<file path="src/verilog/alu_decode_defines.svh">
// Offsets, opcodes, field positions and timing counts for the decode block
`ifndef ALU_DECODE_DEFINES_SVH
`define ALU_DECODE_DEFINES_SVH

// APB register byte offsets
`define REG_CTRL      12'h000
`define REG_WORK      12'h004
`define REG_STATUS    12'h008
`define REG_BANK      12'h00C
`define REG_TBL_PTR   12'h010
`define REG_TBL_LATCH 12'h014
`define REG_PROD      12'h018
`define REG_PC        12'h01C
`define REG_PTR0      12'h020
`define REG_PTR1      12'h024
`define REG_PTR2      12'h028

// Reset values
`define RESET_BYTE    8'h00
`define RESET_PC      21'h000000

// Literal and branch opcodes, instruction bits 15:8
`define OP_ADD_LIT    8'h0F
`define OP_AND_LIT    8'h0B
`define OP_OR_LIT     8'h09
`define OP_XOR_LIT    8'h0A
`define OP_SUB_LIT    8'h08
`define OP_MOVE_LIT   8'h0E
`define OP_MUL_LIT    8'h0D
`define OP_RET_LIT    8'h0C
`define OP_BR_CARRY   8'hE2
`define OP_BR_NEG     8'hE6
// Opcode fields of other widths
`define OP_BANK_LOAD  12'h010
`define OP_PTR_LOAD   10'h3B8
`define OP_TBL_RD     14'h0002
`define OP_TBL_WR     14'h0003
`define OP_ADD_REG    6'h09
`define OP_ADDC_REG   6'h08
`define OP_AND_REG    6'h05
`define OP_BIT_CLR    4'h9
`define OP_SECOND     4'hF

// Table pointer update modes, instruction bits 1:0
`define TBL_POST_INC  2'b01
`define TBL_POST_DEC  2'b10
`define TBL_PRE_INC   2'b11

// Data space addresses and access bank split
`define PORT_B_ADDR   12'hF81
`define TIMER_ZERO    12'hFD6
`define ACCESS_SPLIT  8'h80
`define ACCESS_HIGH   4'hF
`define ACCESS_LOW    4'h0

// Timing: four phases per cycle, three extra cycles for a memory write
`define LAST_PHASE    2'd3
`define TBL_EXTRA     2'd2
`endif

</file>
<file path="src/verilog/alu_decode_pkg.sv">
// Types shared by the instruction decode block
package alu_decode_pkg;
  typedef enum logic [1:0] {EXEC, DEAD, PTR_LOW, TBL_WAIT} cycle_type;
  typedef struct packed {
    logic neg;
    logic ovf;
    logic zero;
    logic digit;
    logic carry;
  } status_type;
  typedef struct packed {
    status_type flags;
    logic [7:0] sum;
  } alu_out_type;
endpackage

</file>
<file path="src/verilog/literal_table_alu_branch_decode.sv">
// Decode and execute core for literal, table, register ALU and branch ops
`timescale 1ns/1ps
`include "alu_decode_defines.svh"

// Contract
// - PC change or true test costs two cycles
// - Directly reached second word acts as NOP
// - Port read-modify uses pin values as source
// - Timer count write clears assigned prescaler
// - Started table memory write runs to end
// - Add literal to working reg, five flags
// - Literal AND, OR, XOR set zero, negative
// - Literal minus working reg, five flags
// - Move literal to working reg, flags kept
// - Literal multiply in one cycle, flags kept
// - Bank load writes low four bank bits
// - Pointer load: two words, 12-bit literal
// - Return literal: load, return, two cycles
// - Table read two cycles, four pointer modes
// - Table write two cycles, five with write
// - Destination bit picks working or file reg
// - Access bit zero forces the access bank
// - Register add, destination routed, five flags
// - Add with carry, destination routed, five flags
// - Register AND sets only negative and zero
// - Taken branch adds two plus twice offset
// - Branch on carry set or negative set
// - Bit clear by 3-bit position, flags kept
// - 21-bit table pointer, 8-bit table latch
module literal_table_alu_branch_decode
  import alu_decode_pkg::*;
(
  input  wire logic        ref_clk,
  input  wire logic        sys_rst,
  input  wire logic        psel,
  input  wire logic        penable,
  input  wire logic        pwrite,
  input  wire logic [11:0] paddr,
  input  wire logic [31:0] pwdata,
  output logic      [31:0] prdata,
  output logic             pready,
  output logic             pslverr,
  input  wire logic [15:0] instrWord,
  output logic      [20:0] progAddr,
  input  wire logic [20:0] stackTop,
  output logic             stackPop,
  output logic      [11:0] fileAddr,
  input  wire logic [7:0]  fileRdata,
  output logic      [7:0]  fileWdata,
  output logic             fileWe,
  input  wire logic [7:0]  portPins,
  input  wire logic        prescalerAssigned,
  output logic             prescalerClear,
  output logic      [20:0] tableAddr,
  input  wire logic [7:0]  tableRdata,
  output logic      [7:0]  tableWdata,
  output logic             tableRd,
  output logic             tableWr,
  input  wire logic        tableWriteStarted
);

  logic [1:0]  q;
  cycle_type   state;
  logic [15:0] ir;
  logic [7:0]  working_register;
  logic [7:0]  opnd;
  logic [7:0]  table_latch;
  status_type  status;
  logic [3:0]  bank_select_register;
  logic [20:0] pc;
  logic [20:0] table_pointer;
  logic [15:0] prod;
  logic [11:0] fsr [0:3];
  logic [1:0]  waitCnt;
  logic [3:0]  ptrHigh;
  logic [1:0]  ptrSel;
  logic        ctrlRun;

  function automatic alu_out_type addFn(input logic [7:0] a,
                                        input logic [7:0] b,
                                        input logic       cin);
    logic [8:0]  s;
    logic [4:0]  h;
    alu_out_type r;
    s = {1'b0, a} + {1'b0, b} + {8'h00, cin};
    h = {1'b0, a[3:0]} + {1'b0, b[3:0]} + {4'h0, cin};
    r.sum = s[7:0];
    r.flags.carry = s[8];
    r.flags.digit = h[4];
    r.flags.zero = (s[7:0] == 8'h00);
    r.flags.neg = s[7];
    r.flags.ovf = (a[7] == b[7]) && (s[7] != a[7]);
    return r;
  endfunction

  function automatic status_type nzFlags(input logic [7:0] v,
                                         input status_type s);
    status_type r;
    r = s;
    r.neg = v[7];
    r.zero = (v == 8'h00);
    return r;
  endfunction

  function automatic logic [11:0] bankAddr(input logic [7:0] f,
                                           input logic       acc,
                                           input logic [3:0] bank);
    logic [3:0] hi;
    hi = (f >= `ACCESS_SPLIT) ? `ACCESS_HIGH : `ACCESS_LOW;
    return acc ? {bank, f} : {hi, f};
  endfunction

  // Opcode decode
  wire isAddLit  = ir[15:8] == `OP_ADD_LIT;
  wire isAndLit  = ir[15:8] == `OP_AND_LIT;
  wire isOrLit   = ir[15:8] == `OP_OR_LIT;
  wire isXorLit  = ir[15:8] == `OP_XOR_LIT;
  wire isSubLit  = ir[15:8] == `OP_SUB_LIT;
  wire isMoveLit = ir[15:8] == `OP_MOVE_LIT;
  wire isMulLit  = ir[15:8] == `OP_MUL_LIT;
  wire isRetLit  = ir[15:8] == `OP_RET_LIT;
  wire isBankLd  = ir[15:4] == `OP_BANK_LOAD;
  wire isPtrLd   = ir[15:6] == `OP_PTR_LOAD;
  wire isTblRd   = ir[15:2] == `OP_TBL_RD;
  wire isTblWr   = ir[15:2] == `OP_TBL_WR;
  wire isAddReg  = ir[15:10] == `OP_ADD_REG;
  wire isAddcReg = ir[15:10] == `OP_ADDC_REG;
  wire isAndReg  = ir[15:10] == `OP_AND_REG;
  wire isBitClr  = ir[15:12] == `OP_BIT_CLR;
  wire isBrCarry = ir[15:8] == `OP_BR_CARRY;
  wire isBrNeg   = ir[15:8] == `OP_BR_NEG;
  wire isSecond  = ir[15:12] == `OP_SECOND;
  wire usesFile  = isAddReg | isAddcReg | isAndReg | isBitClr;
  wire destFile  = isBitClr | ir[9];
  wire isTbl     = isTblRd | isTblWr;
  wire exec4     = ctrlRun && (q == `LAST_PHASE) && (state == EXEC);
  wire phaseEnd  = ctrlRun && (q == `LAST_PHASE);

  wire [11:0] fileSel = bankAddr(ir[7:0], ir[8], bank_select_register);
  wire readsPort = fileAddr == `PORT_B_ADDR;
  wire brTaken = (isBrCarry & status.carry) |
                 (isBrNeg & status.neg);
  wire [20:0] brTarget = pc + 21'd2 +
                 {{12{ir[7]}}, ir[7:0], 1'b0};
  wire [20:0] tblNow = (ir[1:0] == `TBL_PRE_INC) ?
                 table_pointer + 21'd1 : table_pointer;

  wire alu_out_type aluAdd = addFn(working_register, ir[7:0], 1'b0);
  wire alu_out_type aluSub = addFn(ir[7:0], ~working_register, 1'b1);
  wire alu_out_type aluReg = addFn(working_register, opnd,
                 isAddcReg & status.carry);
  wire [7:0] litLogic = isAndLit ? (working_register & ir[7:0]) :
                        isOrLit  ? (working_register | ir[7:0]) :
                                   (working_register ^ ir[7:0]);
  wire [7:0] bitMask = 8'h01 << ir[11:9];
  wire [7:0] regRes = isAndReg ? (working_register & opnd) :
                      isBitClr ? (opnd & ~bitMask) : aluReg.sum;
  wire status_type regFlags = isAndReg ? nzFlags(regRes, status) :
                              aluReg.flags;

  logic [7:0]  next_working_register;
  status_type  next_status;
  logic [20:0] next_pc;
  cycle_type   next_state;
  logic        next_we;
  logic [3:0]  next_bsr;
  logic [15:0] next_prod;

  always_comb begin
    next_working_register = working_register;
    next_status = status;
    next_pc = pc + 21'd2;
    next_state = EXEC;
    next_we = 1'b0;
    next_bsr = bank_select_register;
    next_prod = prod;
    case (state)
      EXEC: begin
        if (isAddLit) begin
          next_working_register = aluAdd.sum;
          next_status = aluAdd.flags;
        end else if (isSubLit) begin
          next_working_register = aluSub.sum;
          next_status = aluSub.flags;
        end else if (isAndLit | isOrLit | isXorLit) begin
          next_working_register = litLogic;
          next_status = nzFlags(litLogic, status);
        end else if (isMoveLit) begin
          next_working_register = ir[7:0];
        end else if (isMulLit) begin
          next_prod = {8'h00, working_register} * {8'h00, ir[7:0]};
        end else if (isBankLd) begin
          next_bsr = ir[3:0];
        end else if (isRetLit) begin
          next_working_register = ir[7:0];
          next_pc = stackTop;
          next_state = DEAD;
        end else if (isPtrLd) begin
          next_state = PTR_LOW;
        end else if (isTbl) begin
          next_state = DEAD;
        end else if (usesFile) begin
          if (destFile) begin
            next_we = 1'b1;
          end else begin
            next_working_register = regRes;
          end
          if (!isBitClr) begin
            next_status = regFlags;
          end
        end else if (brTaken) begin
          next_pc = brTarget;
          next_state = DEAD;
        end
        // A stray second word falls through as a plain NOP
      end
      DEAD: begin
        next_pc = pc;
        if (isTblWr && tableWriteStarted) begin
          next_state = TBL_WAIT;
        end
      end
      PTR_LOW: begin
        next_state = EXEC;
      end
      default: begin
        next_pc = pc;
        // Never aborted: the memory write is left to finish
        next_state = (waitCnt == 2'd0) ? EXEC : TBL_WAIT;
      end
    endcase
  end

  // Phase counter stalls while the core is halted
  always_ff @(posedge ref_clk) begin
    if (sys_rst) begin
      q <= 2'd0;
    end else if (ctrlRun) begin
      q <= q + 2'd1;
    end
  end

  // Q1 decode, Q2 operand address, Q3 operand capture
  always_ff @(posedge ref_clk) begin
    if (sys_rst) begin
      ir <= 16'h0000;
      fileAddr <= 12'h000;
      opnd <= `RESET_BYTE;
    end else if (ctrlRun) begin
      if (q == 2'd0 && state == EXEC) begin
        ir <= instrWord;
      end
      if (q == 2'd1) begin
        fileAddr <= fileSel;
      end
      if (q == 2'd2) begin
        opnd <= readsPort ? portPins : fileRdata;
      end
    end
  end

  // Q4 write back
  always_ff @(posedge ref_clk) begin
    if (sys_rst) begin
      state <= EXEC;
      pc <= `RESET_PC;
      progAddr <= `RESET_PC;
      status <= '0;
      bank_select_register <= 4'h0;
      prod <= 16'h0000;
      fileWe <= 1'b0;
      fileWdata <= `RESET_BYTE;
      stackPop <= 1'b0;
      prescalerClear <= 1'b0;
      waitCnt <= 2'd0;
    end else begin
      fileWe <= 1'b0;
      stackPop <= 1'b0;
      prescalerClear <= 1'b0;
      if (phaseEnd) begin
        state <= next_state;
        pc <= next_pc;
        progAddr <= next_pc;
        status <= next_status;
        bank_select_register <= next_bsr;
        prod <= next_prod;
        fileWe <= next_we;
        fileWdata <= regRes;
        stackPop <= exec4 && isRetLit;
        prescalerClear <= next_we && prescalerAssigned &&
                          fileAddr == `TIMER_ZERO;
        if (state == TBL_WAIT) begin
          waitCnt <= waitCnt - 2'd1;
        end else begin
          waitCnt <= `TBL_EXTRA;
        end
      end
    end
  end

  // Pointer load: upper bits from word one, low byte from word two
  always_ff @(posedge ref_clk) begin
    if (sys_rst) begin
      ptrHigh <= 4'h0;
      ptrSel <= 2'd0;
      for (int i = 0; i < 4; i++) begin
        fsr[i] <= 12'h000;
      end
    end else if (phaseEnd) begin
      if (state == EXEC && isPtrLd) begin
        ptrHigh <= ir[3:0];
        ptrSel <= ir[5:4];
      end
      if (state == PTR_LOW) begin
        fsr[ptrSel] <= {ptrHigh, instrWord[7:0]};
      end
    end
  end

  // Table unit; software may preload pointer and latch while halted
  wire apbWr = psel && penable && pready && pwrite;
  always_ff @(posedge ref_clk) begin
    if (sys_rst) begin
      table_pointer <= `RESET_PC;
      table_latch <= `RESET_BYTE;
      tableAddr <= `RESET_PC;
      tableWdata <= `RESET_BYTE;
      tableRd <= 1'b0;
      tableWr <= 1'b0;
    end else begin
      tableRd <= 1'b0;
      tableWr <= 1'b0;
      if (exec4 && isTbl) begin
        tableAddr <= tblNow;
        tableWdata <= table_latch;
        tableRd <= isTblRd;
        tableWr <= isTblWr;
        table_pointer <= tblNow;
      end else if (phaseEnd && state == DEAD && isTbl) begin
        if (isTblRd) begin
          table_latch <= tableRdata;
        end
        if (ir[1:0] == `TBL_POST_INC) begin
          table_pointer <= table_pointer + 21'd1;
        end else if (ir[1:0] == `TBL_POST_DEC) begin
          table_pointer <= table_pointer - 21'd1;
        end
      end else if (apbWr && !ctrlRun) begin
        if (paddr == `REG_TBL_PTR) begin
          table_pointer <= pwdata[20:0];
        end else if (paddr == `REG_TBL_LATCH) begin
          table_latch <= pwdata[7:0];
        end
      end
    end
  end

  // Working register: core when running, APB only when halted
  always_ff @(posedge ref_clk) begin
    if (sys_rst) begin
      working_register <= `RESET_BYTE;
    end else if (phaseEnd) begin
      working_register <= next_working_register;
    end else if (apbWr && !ctrlRun && paddr == `REG_WORK) begin
      working_register <= pwdata[7:0];
    end
  end

  // APB slave: one wait state, then the answer
  wire mapped = paddr == `REG_CTRL || paddr == `REG_WORK ||
                paddr == `REG_STATUS || paddr == `REG_BANK ||
                paddr == `REG_TBL_PTR || paddr == `REG_TBL_LATCH ||
                paddr == `REG_PROD || paddr == `REG_PC ||
                paddr == `REG_PTR0 || paddr == `REG_PTR1 ||
                paddr == `REG_PTR2;
  wire [31:0] rdMux =
    paddr == `REG_CTRL      ? {31'h0, ctrlRun} :
    paddr == `REG_WORK      ? {24'h0, working_register} :
    paddr == `REG_STATUS    ? {27'h0, status} :
    paddr == `REG_BANK      ? {28'h0, bank_select_register} :
    paddr == `REG_TBL_PTR   ? {11'h0, table_pointer} :
    paddr == `REG_TBL_LATCH ? {24'h0, table_latch} :
    paddr == `REG_PROD      ? {16'h0, prod} :
    paddr == `REG_PC        ? {11'h0, pc} :
    paddr == `REG_PTR0      ? {20'h0, fsr[0]} :
    paddr == `REG_PTR1      ? {20'h0, fsr[1]} :
    paddr == `REG_PTR2      ? {20'h0, fsr[2]} : 32'h0;

  always_ff @(posedge ref_clk) begin
    if (sys_rst) begin
      pready <= 1'b0;
      pslverr <= 1'b0;
      prdata <= 32'h0;
      ctrlRun <= 1'b0;
    end else begin
      pready <= psel && penable && !pready;
      pslverr <= psel && penable && !pready && !mapped;
      prdata <= (psel && !pwrite) ? rdMux : 32'h0;
      // Halting only at a cycle boundary keeps phases aligned
      if (apbWr && paddr == `REG_CTRL && (q == 2'd0 || !ctrlRun)) begin
        ctrlRun <= pwdata[0];
      end
    end
  end
endmodule

</file>
<file path="config.mk">
export PLATFORM = sky130hd
export DESIGN_NAME = literal_table_alu_branch_decode
export DESIGN_NICKNAME = d
export VERILOG_FILES = /design/src/verilog/alu_decode_pkg.sv /design/src/verilog/literal_table_alu_branch_decode.sv
export VERILOG_INCLUDE_DIRS = /design/src /design/src/verilog
export SDC_FILE = /design/constraint.sdc
export NUM_CORES = 1
export LEC_CHECK = 0
export BUFFER_PORTS_ARGS = -buffer_cell sky130_fd_sc_hd__buf_4
export CAP_MARGIN = 15
export CORE_ASPECT_RATIO = 1.4
export CORE_MARGIN = 3
export CORE_UTILIZATION = 59
export DETAILED_ROUTE_END_ITERATION = 7
export HOLD_SLACK_MARGIN = 0.08
export PLACE_DENSITY = 0.81
export REMOVE_ABC_BUFFERS = 1
export SYNTH_ARGS = -nofsm -noshare
export SYNTH_HDL_FRONTEND = slang
export SYNTH_SLANG_ARGS = --single-unit
</file>
<file path="constraint.sdc">
create_clock -name ref_clk -period 5.2 [get_ports ref_clk]
set_clock_uncertainty 0.05 [all_clocks]
set_input_delay 0.78 -clock ref_clk [delete_from_list [all_inputs] [get_ports ref_clk]]
set_output_delay 0.78 -clock ref_clk [all_outputs]
set_load 0.01 [all_outputs]
</file>
### Yosys cells after proc, flatten, opt, wreduce, memory -nomap -nowiden

Memory sizes are Yosys's and may differ from the RTL's.
Index checks and enable logic that the tools add are counted.

* output and inout port bits: 109
* memories: 1
* bits of input ports: 112
* register bits: 208
* bits in writable memories: 48
* logic and storage cells: 330

Memories
* fsr: depth 4, width 12, rd ports 3, clocked after memory_dff 0, write ports 4, line literal_table_alu_branch_decode.sv:73 `logic [11:0] fsr [0:3];`

* mux-type cells: 104
* bitwise logic cells: 26
* reductions and logical operators: 75
* add/sub/neg operators: 16
* shift-type cells: 1
* multipliers: 1
* $lt $le $gt $ge: 1
* equality and inequality tests: 71

Operators with widths (number)
* $mux W21: 22
* $mux W8: 27
* $eq A8 B4 Y1 const B: 8
* $eq A12 B5 Y1 const B: 5
* $mux W12: 5
* $mux W5: 12
* $pmux W21 S2: 1
* $logic_not A8 Y1: 5
* $eq A12 B6 Y1 const B: 3
* $eq A14 B2 Y1 const B: 2
* $ne A4 B3 Y1 const B: 7
* $ne A7 B6 Y1 const B: 4
* $add A8 B8 Y9: 3
* $ne A3 B3 Y1 const B: 9
* $and A8 B8 Y8: 3
* $eq A12 B12 Y1 const B: 2
* $eq A12 B4 Y1 const B: 2
* $logic_and A1 B1 Y1: 24
* $mux W2: 12
* $reduce_or A12 Y1: 2
* $mux W1: 23
* $add A21 B1 Y21 const B: 1
* $add A21 B2 Y21 const B: 1
* $add A21 B21 Y21: 1
* other kinds (50): 111

### Longest topological paths before layout

Gate-level depths: netlist of the first run.

* depth after elaboration: 18
* depth in mapped cells: 20
* mapped depth without buffers: 19

### Worst setup path before layout of the first run

OpenSTA, ideal clock, no wires.

* path kind: register to register
* start point: reg ir[7]
* end point: reg prod[15]
* data required time: 5.064 ns
* period minus slack after synthesis: 4.467 ns
* path buffers: 1
* arrival time: 4.332 ns
* path slack: 0.733 ns
* stages on the path, launching flop included: 17
* library setup time: 0.086 ns
* cell sequence: dfxtp_1 -> clkbuf_1 -> nand2_1 -> fa_1 -> fa_1 -> inv_1 -> fa_1 -> inv_1 -> fa_1 -> inv_1 -> ha_1 -> a21oi_1 -> o31ai_1 -> a21oi_1 -> a21oi_1 -> xnor2_1 -> a211oi_1

* cells in the longest elaborated chain, start to end: 1

Ends and longest elaborated chain
* from (decl): line literal_table_alu_branch_decode.sv:64 `logic [15:0] ir;`
* from (signal assigned): line literal_table_alu_branch_decode.sv:251 `ir <= instrWord;`
* $mul A8 B8 Y16: line literal_table_alu_branch_decode.sv:191 `next_prod = {8'h00, working_register} * {8'h00, ir[7:0]};`
* to (signal assigned): line literal_table_alu_branch_decode.sv:286 `prod <= next_prod;`
* to (decl): line literal_table_alu_branch_decode.sv:72 `logic [15:0] prod;`

No other way between the ends.
A chain may end at the register's enable or synchronous reset.

### Final worst setup path of the first run

* start point: reg working_register[4]
* end point: reg prod[15]

* cells in the longest elaborated chain, start to end: 1

Ends and longest elaborated chain
* from (decl): line literal_table_alu_branch_decode.sv:65 `logic [7:0] working_register;`
* from (signal assigned): line literal_table_alu_branch_decode.sv:361 `` working_register <= `RESET_BYTE; ``
* from (signal assigned): line literal_table_alu_branch_decode.sv:363 `working_register <= next_working_register;`
* from (signal assigned): line literal_table_alu_branch_decode.sv:365 `working_register <= pwdata[7:0];`
* $mul A8 B8 Y16: line literal_table_alu_branch_decode.sv:191

No other way between the ends.

==> parameters.txt, run 1 <==
Parameter                              Value

Synthesis
  Number of cells produced by synthesis ... ~2100
  Synthesized cell area ... between 0.015 and 0.02 mm^2
  Unique cell type count in the Yosys netlist ... 96
  Sequential share of the synthesized area ... 0.300
  Mean instance size in the synthesized netlist ... around 8.0 um^2
  Share of async-settable or async-resettable flops after synthesis ... 0
  EDFF count, synth ... 36
  Main flop type after synthesis ... sky130_fd_sc_hd__dfxtp_1
  Seq cells post-synth ... ~230
  Synthesis warning total ... 0

Clocking
  Insertion delay to the later sink of the worst-skew pair ... ~0.56 ns
  Buffer levels on the longest clock path ... 3
  Number of sinks on the clock net ... roughly 230
  Number of buffers created by CTS ... 25
  Buffer cell driving the clock tree root ... sky130_fd_sc_hd__clkbuf_16
  CTS tree ... done
  Maximum level of the CTS H-tree ... 1
  Post-cts hold buffer count ... 0
  Clock-pin slew of the registers on the worst-case setup and hold paths ... roughly 0.06 ns

Place
  Total half-perimeter wirelength after legalization and detailed placement ... roughly 45 mm
  Cell Area, Placed ... roughly 0.018 mm^2
  Port Buffer Count ... approximately 200
  RD Place Congestion ... roughly 1.0

STA
  Number of pins with negative max-slew slack in the final report ... 0
  Setup violation total in the final timing report ... 0
  Slew margin rel. ... 0.309
  RSZ-0062 raised after global routing ... no
  Peak Freq ... between 200 and 250 MHz
  Hold Violations, Final ... 0
  Setup TNS after final layout ... 0 ns
  Worst Max-Slew Pin Slew ... a little over 1 ns
  Part of the cycle the worst path needs ... 0.929
  Clock period minus worst slack ... 4.83 ns

GRT
  Overall fraction of global-route tracks in use ... 0.376
  Antenna violations before repair ... 0
  Wire length of the first global-routing pass ... between 90 and 100 mm
  Vias in the first global route ... approximately 17000
  Maximum number of pins on one net before global-route repair ... 95
  Total gr overflow ... 0

Setup path
  Slowest cell delay on critical path ... between 0.6 and 0.7 ns
  Kind of critical path ... reg2reg
  CP Data Arrival Time ... roughly 5.3 ns
  Worst reg2reg endpoint ... prod[15]$_SDFFE_PP0P_
  Critical path data required time ... around 5.6 ns
  Most frequent CP cell ... sky130_fd_sc_hd__inv_1
  Kind of capture point of the worst setup path ... flip-flop
  Cells traversed along the worst timing path ... inv_1 -> nor2_1 -> fa_1 -> ha_1 -> inv_1 -> fa_1 -> inv_1 -> fa_1 -> ha_1 -> inv_1 -> o21bai_1 -> a21oi_1 -> o31ai_1 -> a21oi_1 -> a21oi_1 -> xnor2_1 -> a211oi_1
  Worst setup SP type ... flip-flop
  R2R Setup Slk ... approximately 0.37 ns
  Crit Path Max Fanout ... 9
  Launch point of the worst reg-to-reg path ... working_register[4]$_SDFFE_PP0P_
  Slowest cell on the critical path ... sky130_fd_sc_hd__dfxtp_1
  Depth of the most critical reg-to-reg path ... 17

Finish
  Area taken by multi-input logic gates ... 0.0108 mm^2
  Leading cell type in the layout, fill and taps excluded ... sky130_fd_sc_hd__nand2_1
  Fillcell total ... about 2300
  Share of layout cells above drive strength 1 ... 0.154
  # diodes ... 0
  Most frequent cells in the layout ... sky130_fd_sc_hd__nand2_1 (261), sky130_fd_sc_hd__nor2_1 (246), sky130_fd_sc_hd__buf_4 (237)
  Area occupied by registers ... between 0.005 and 0.006 mm^2
  P&R area growth vs syn ... 15.8%
  Number of nets in the final layout ... 2495
  Post-route cell area ... ~0.019 mm^2

Power
  Maximum resistive drop on vdd ... around 280 uV
  Static leakage power ... around 7.8 nW
  Power density over the cells ... roughly 210 mW/mm^2

Detailed routing
  Total via count after detailed routing ... ~17000
  Count of unresolved DRC violations after routing ... 0
  Number of detailed-route iterations in the first pass ... 8
  Via count normalized by instance count ... between 6 and 7
  DRC marker count from the first detailed-route iteration ... around 1500
  Wire per inst ... 22.5 um
  Total routed wirelength ... around 59 mm
  Antenna-violating nets left ... 0

Die
  Number of placement rows ... between 70 and 80
  Number of primary I/O pins ... around 220
  Total Die Area ... 0.0305 mm^2
  Core Footprint ... 0.0278 mm^2
  Initial Utilization ... 0.601
  Die Span Y ... 205 um
  Die span in x ... 148 um

Hold path
  Worst min-delay path startpoint ... tableAddr[16]$_SDFFE_PP0P_
  Worst min-delay path endpoint ... tableAddr[16]$_SDFFE_PP0P_
  Hold Path Depth ... 2
  Tightest Hold Check Type ... reg2reg

Outcome
  Run status ... completed

Flow run
  MaxCap Viol Count ... 0
worst max path at each step:
stage / from / to / slack [ns] / depth (start not counted)
final: working_register[4]$_SDFFE_PP0P_ / prod[15]$_SDFFE_PP0P_ / 0.37 / 17
after global routing: working_register[4]$_SDFFE_PP0P_ / prod[15]$_SDFFE_PP0P_ / 0.10 / 17
after CTS: ir[3]$_SDFFE_PP0P_ / prod[15]$_SDFFE_PP0P_ / 0.27 / 17
after detailed placement: ir[3]$_SDFFE_PP0P_ / prod[15]$_SDFFE_PP0P_ / 0.32 / 17
after global placement: ir[3]$_SDFFE_PP0P_ / prod[15]$_SDFFE_PP0P_ / 0.46 / 17
after floorplan: ir[7]$_SDFFE_PP0P_ / prod[14]$_SDFFE_PP0P_ / 0.72 / 16
routing by layer:
layer	vias to the layer above	track usage	routed length, um	share of wire
li1	7721	-	-	-
met1	7913	0.419	20400	0.34
met2	1106	0.647	28200	0.48
met3	339	0.0562	5220	0.088
met4	0	0.284	5410	0.091
met5	-	0	0	0
where the power goes:
part / internal [mW] / switching, mW / leakage (nW)
logic: 0.0650 / 0.0889 / 5.39
registers: 1.84 / 0.00331 / 1.96
clock network: 1.24 / 0.809 / 0.456
metrics by stage:
step / hold WS, ns / setup slack (ns) / cells / power, mW / util
6_report: 0.401 / 0.368 / 2629 / 4.04 / 0.697
2_1_floorplan: 0.373 / 0.718 / 1974 / 1.91 / -
4_1_cts: 0.403 / 0.275 / 2628 / 4.03 / 0.696
5_1_grt: 0.419 / 0.102 / 2629 / 4.12 / 0.697
3_5_place_dp: 0.396 / 0.323 / 2582 / 2.03 / 0.662
3_3_place_gp: 0.390 / 0.458 / 2582 / 2.03 / 0.662
final cells by class:
cell class	instances	area share
clock inverter	11	0.0109
tap	370	0.0239
timing repair buffer	239	0.0926
clock buffer	35	0.0376
inverter	97	0.0190
multi-input combinational	1644	0.557
sequential	233	0.259
flip-flops by register name (all words and copies together) (netlist names), 12 cells and up:
signal and count:
table_pointer 21, prdata 21, prod 16, pc 21, ir 16, fileAddr 12, fsr 36, tableAddr 21
critical path, delay by kind of cell, from the launching register on:
family	cells	cell delay (ns)
AND/OR/NAND/NOR	1	0.22
adder cells (fa/ha/maj)	5	1.97
buffers and inverters	4	0.41
XOR/XNOR	1	0.10
AO/OA/AOI/OAI	6	1.32
flip-flops	1	0.67
timing repair:
action,CTS,global route
setup endpoints to repair,0,1
resized for setup,0,2
buffers inserted,0,0
logic make-up (layout without fill, tap and decap cells):
family                   Yosys count  count (layout)  synth area share
multiplexers                      41              41            0.0270
AND/OR/NAND/NOR                  799             799             0.225
other                              1              11          0.000224
adder cells (fa/ha/maj)          143             143             0.125
AO/OA/AOI/OAI                    557             557             0.216
XOR/XNOR                          93              93            0.0487
buffers and inverters            234             382            0.0574
flip-flops                       233             233             0.300
cell usage after synthesis (all sizes together), types with 22 or more instances:
cell    instances  area, um^2
xor2           41         359
a21oi         200        1010
dfxtp         197        3940
nor3           61         322
fa             41         821
clkbuf        100         377
o22ai          22         138
edfxtp         36        1080
nand2         263         992
a22oi          34         255
and2           45         284
o21ai          85         429
inv            90         338
xnor2          52         455
buf            37         220
o211ai         29         218
nand3          50         255
ha            102        1280
mux2i          27         283
nor2          250         962
a211oi         44         330
No activity file was read; power rests on OpenSTA's default activity.
==> inputs of run 2 (changes only) <==
- ABC_AREA: not set -> 1
- CORE_UTILIZATION: 59 -> 60
- PLACE_DENSITY: 0.81 -> 0.82
==> run 2 against run 1 <==
  * Design area is 6.5% higher
  * Flip-flop and latch count did not move
  * Combinational power fell by 3%
  * Clock power fell by 11%
  * Cell count rose by 25%
  * Power shrank 5.5%
  * Hold slack got worse by 0.0041 ns
  * First-iteration DRC count rose by 44%
  * Critical path depth increased by 4
  * Non-clock buffer count decreased by 16
  * Routed wire length rose by 16%
  * Critical endpoint is now prod[14]$_SDFFE_PP0P_
  * Largest power group is now registers
  * Highest routed layer unchanged
==> parameters.txt, run 2 <==
Parameter                              Value

Clocking
  Maximum level of the CTS H-tree ... 1 (unchanged)
  Clock-pin slew of the registers on the worst-case setup and hold paths ... 0.07 ns (about the same)
  Insertion delay to the later sink of the worst-skew pair ... 0.55 ns (about the same)
  Post-cts hold buffer count ... 0 (unchanged)
  Buffer cell driving the clock tree root ... sky130_fd_sc_hd__clkbuf_16
  Number of gates resized after CTS ... 0 (unchanged)
  Number of buffers created by CTS ... 25 (unchanged)
  Buffer levels on the longest clock path ... 3 (unchanged)
  CTS tree ... done
  Number of sinks on the clock net ... 233 (unchanged)
  Number of buffers inserted to repair setup after CTS ... 0 (unchanged)

STA
  Setup violation total in the final timing report ... 0 (unchanged)
  Slew margin rel. ... 0.363 (+0.0540)
  Peak Freq ... 207 MHz (-0.15%)
  RSZ-0062 raised after global routing ... no
  Clock period minus worst slack ... 4.84 ns (+0.00735 ns)
  Part of the cycle the worst path needs ... 0.931 (+0.00141)
  Worst Max-Slew Pin Slew ... 0.956 ns (-0.0742 ns)
  Hold Violations, Final ... 0 (unchanged)
  Setup TNS after final layout ... 0 ns (unchanged)
  Final hold slack ... 0.397 ns (-0.00411 ns)
  Number of pins with negative max-slew slack in the final report ... 0 (unchanged)

Finish
  Flip-flop count of the largest register, all copies and words added ... 36 (unchanged)
  P&R area growth vs syn ... 13.0%
  Number of nets in the final layout ... 3142 (+26%)
  Leading cell type in the layout, fill and taps excluded ... sky130_fd_sc_hd__nand2_1
  Post-route cell area ... 0.0206 mm^2 (+6.5%)
  Largest register by flop count ... fsr
  Fillcell total ... 2568 (+14%)
  # diodes ... 0 (unchanged)
  Share of layout cells above drive strength 1 ... 0.117 (-0.0370)
  Most frequent cells in the layout ... sky130_fd_sc_hd__nand2_1 (618), sky130_fd_sc_hd__inv_1 (373), sky130_fd_sc_hd__nor2_1 (281)
  Layout Utilization ... 0.688 (-0.00897)

GRT
  Vias in the first global route ... 19300 (+15%)
  Antenna violations before repair ... 0 (unchanged)
  Wire length of the first global-routing pass ... 104 mm (+14%)
  Maximum number of pins on one net before global-route repair ... 85 (-11%)
  Overall fraction of global-route tracks in use ... 0.401 (+0.0251)
  Total gr overflow ... 0 (unchanged)

Synthesis
  Library cell with the highest instance count after synthesis ... sky130_fd_sc_hd__nand2_1
  Library cell occupying the most area in the post-synthesis netlist ... sky130_fd_sc_hd__dfxtp_1
  Leading post-synthesis cells by instance count ... sky130_fd_sc_hd__nand2_1 (618), sky130_fd_sc_hd__inv_1 (374), sky130_fd_sc_hd__nor2_1 (281)
  Fraction of post-synthesis cell area in the top cell type by area ... 0.216 (-0.0198)
  Most area-consuming cells after synthesis ... sky130_fd_sc_hd__dfxtp_1 (22%), sky130_fd_sc_hd__nand2_1 (13%), sky130_fd_sc_hd__inv_1 (7.7%)
  Synthesized cell area ... 0.0183 mm^2 (+9.2%)
  Main flop type after synthesis ... sky130_fd_sc_hd__dfxtp_1
  Share of async-settable or async-resettable flops after synthesis ... 0 (unchanged)
  Number of cells produced by synthesis ... 2756 (+31%)
  EDFF count, synth ... 36 (unchanged)
  Seq cells post-synth ... 233 (unchanged)
  Synthesis warning total ... 0 (unchanged)
  Unique cell type count in the Yosys netlist ... 66 (-31%)
  Sequential share of the synthesized area ... 0.275 (-0.0253)
  Mean instance size in the synthesized netlist ... 6.63 um^2 (-17%)

Power
  Clock share of power ... 0.477 (-0.030)
  Static leakage power ... 10.1 nW (+30%)
  Power dissipated by switching net loads ... 858 uW (-4.9%)
  Switching share of total power ... 0.225 (+0.00147)
  Logic gate share of total power ... 0.039 (about the same)
  Power density over the cells ... 185 mW/mm^2 (-11%)
  Cell-internal power ... 2.96 mW (-5.7%)
  Maximum resistive drop on vdd ... 205 uV (-27%)
  Sequential fraction of design power ... 0.484 (+0.029)

Setup path
  Crit Path Max Fanout ... 13 (+4)
  Capture point of the worst path ... prod[14]$_SDFFE_PP0P_
  CP Data Arrival Time ... 5.22 ns (-0.03 ns)
  Critical path data required time ... 5.58 ns (-0.04 ns)
  Crit path launch ... ir[6]$_SDFFE_PP0P_
  Kind of capture point of the worst setup path ... flip-flop
  Slowest cell on the critical path ... sky130_fd_sc_hd__dfxtp_1
  Depth of the critical timing path with buffers and inverters included ... 21 (+4)
  Worst setup SP type ... flip-flop
  Slowest cell delay on critical path ... 0.83 ns (+0.16 ns)
  Depth of the most critical reg-to-reg path ... 21 (+4)
  Worst reg2reg endpoint ... prod[14]$_SDFFE_PP0P_
  CP delay by family, top ... adder cells
  Launch point of the worst reg-to-reg path ... ir[6]$_SDFFE_PP0P_
  R2R Setup Slk ... 0.36 ns (about the same)
  Kind of critical path ... reg2reg
  CP Buf/Inv Count ... 5 (+1)
  Cells traversed along the worst timing path ... nand2_1 -> fa_1 -> fa_1 -> inv_1 -> fa_1 -> inv_1 -> fa_1 -> inv_1 -> ha_1 -> nand2_1 -> o21ai_0 -> nand2_1 -> nand3_1 -> nand2_1 -> inv_1 -> nor2_1 -> o21bai_1 -> or2_2 -> nand3_1 -> nand2_1 -> inv_1

Die
  Core Footprint ... 0.0300 mm^2 (+7.9%)
  Initial Utilization ... 0.609 (+0.00731)
  Number of primary I/O pins ... 221 (unchanged)
  Total Die Area ... 0.0326 mm^2 (+7.1%)
  Number of placement rows ... 75 (+4.2%)
  Die Span Y ... 213 um (+3.5%)
  Die span in x ... 154 um (+3.5%)

Detailed routing
  Antenna-violating nets left ... 0 (unchanged)
  Via count normalized by instance count ... 6.10 (-6.0%)
  Wire per inst ... 20.8 um (-7.5%)
  Number of detailed-route iterations in the first pass ... 7 (-1)
  Count of unresolved DRC violations after routing ... 0 (unchanged)
  Total via count after detailed routing ... 20100 (+18%)
  DRC marker count from the first detailed-route iteration ... 2218 (+44%)
  Total routed wirelength ... 68.5 mm (+16%)

Outcome
  Run status ... completed

Place
  Port Buffer Count ... 198 (unchanged)
  Total half-perimeter wirelength after legalization and detailed placement ... 53.7 mm (+20%)
  Cell Area, Placed ... 0.0198 mm^2 (+7.5%)
  RD Place Congestion ... 1.08 (+6.8%)

Hold path
  Tightest Hold Check Type ... in2reg

Flow run
  MaxCap Viol Count ... 0 (unchanged)
## run 2: changes by cell type in the layout (fill, tap and decap cells not counted), sizes merged, moves of 18 or more
cell    delta
and2      -44
a22oi     -33
nand4     +33
xnor2     -42
or3       -18
a211oi    -34
nor3      -26
nand3    +124
a21oi     +18
o21ai    +139
mux2i     -27
inv      +304
nor2      +52
nand2    +365
## run 2: routing by layer
| metal | GRT usage | up-vias | wire (um) |
|---|---|---|---|
| met5 | 0 | - | 0 |
| met4 | 0.306 | 0 | 6460 |
| met3 | 0.0678 | 383 | 6550 |
| met2 | 0.696 | 1279 | 32800 |
| met1 | 0.437 | 9158 | 22700 |
| li1 | - | 9261 | - |
## run 2: cells by family (layout without fill, tap and decap cells)
logic type,count (synthesis),after routing,share of synthesized area
AO/OA/AOI/OAI,570,570,0.175
XOR/XNOR,59,59,0.0283
adder cells (fa/ha/maj),143,143,0.115
buffers and inverters,524,663,0.117
flip-flops,233,233,0.275
other,1,11,0.000205
AND/OR/NAND/NOR,1226,1226,0.291
## run 2: power by group through the flow
stage	combinational [mW]	clock (mW)	sequential, mW
detailed placement	0.144	0	1.89
CTS	0.145	1.80	1.85
finish	0.150	1.82	1.85
global placement	0.142	0	1.89
global route	0.158	1.87	1.85
floorplan	0.0458	0	1.89
## run 2: cell type report
type                       count  area, um^2  area share
sequential                   233        5020       0.243
clock inverter                 8        97.6     0.00473
timing repair buffer         223        1670      0.0811
inverter                     395        1490      0.0720
tap                          385         482      0.0233
clock buffer                  37         721      0.0349
multi-input combinational   2009       11200       0.541
## run 2: worst min path at each step
stage | from | endpoint | slack [ns] | cells past startpoint
finish | sys_rst | tableAddr[1]$_SDFFE_PP0P_ | 0.40 | 2
global placement | prod[3]$_SDFFE_PP0P_ | prod[3]$_SDFFE_PP0P_ | 0.39 | 2
CTS | sys_rst | tableAddr[2]$_SDFFE_PP0P_ | 0.40 | 2
detailed placement | prod[2]$_SDFFE_PP0P_ | prod[2]$_SDFFE_PP0P_ | 0.39 | 2
global route | sys_rst | tableAddr[1]$_SDFFE_PP0P_ | 0.41 | 2
floorplan | prod[0]$_SDFFE_PP0P_ | prod[0]$_SDFFE_PP0P_ | 0.38 | 2
## run 2: through the flow
step | setup WS [ns] | std cells | total power [mW]
floorplan | 0.742 | 2637 | 1.93
global placement | 0.597 | 3245 | 2.03
detailed placement | 0.458 | 3245 | 2.03
CTS | 0.428 | 3290 | 3.79
global route | 0.105 | 3290 | 3.87
finish | 0.361 | 3290 | 3.82
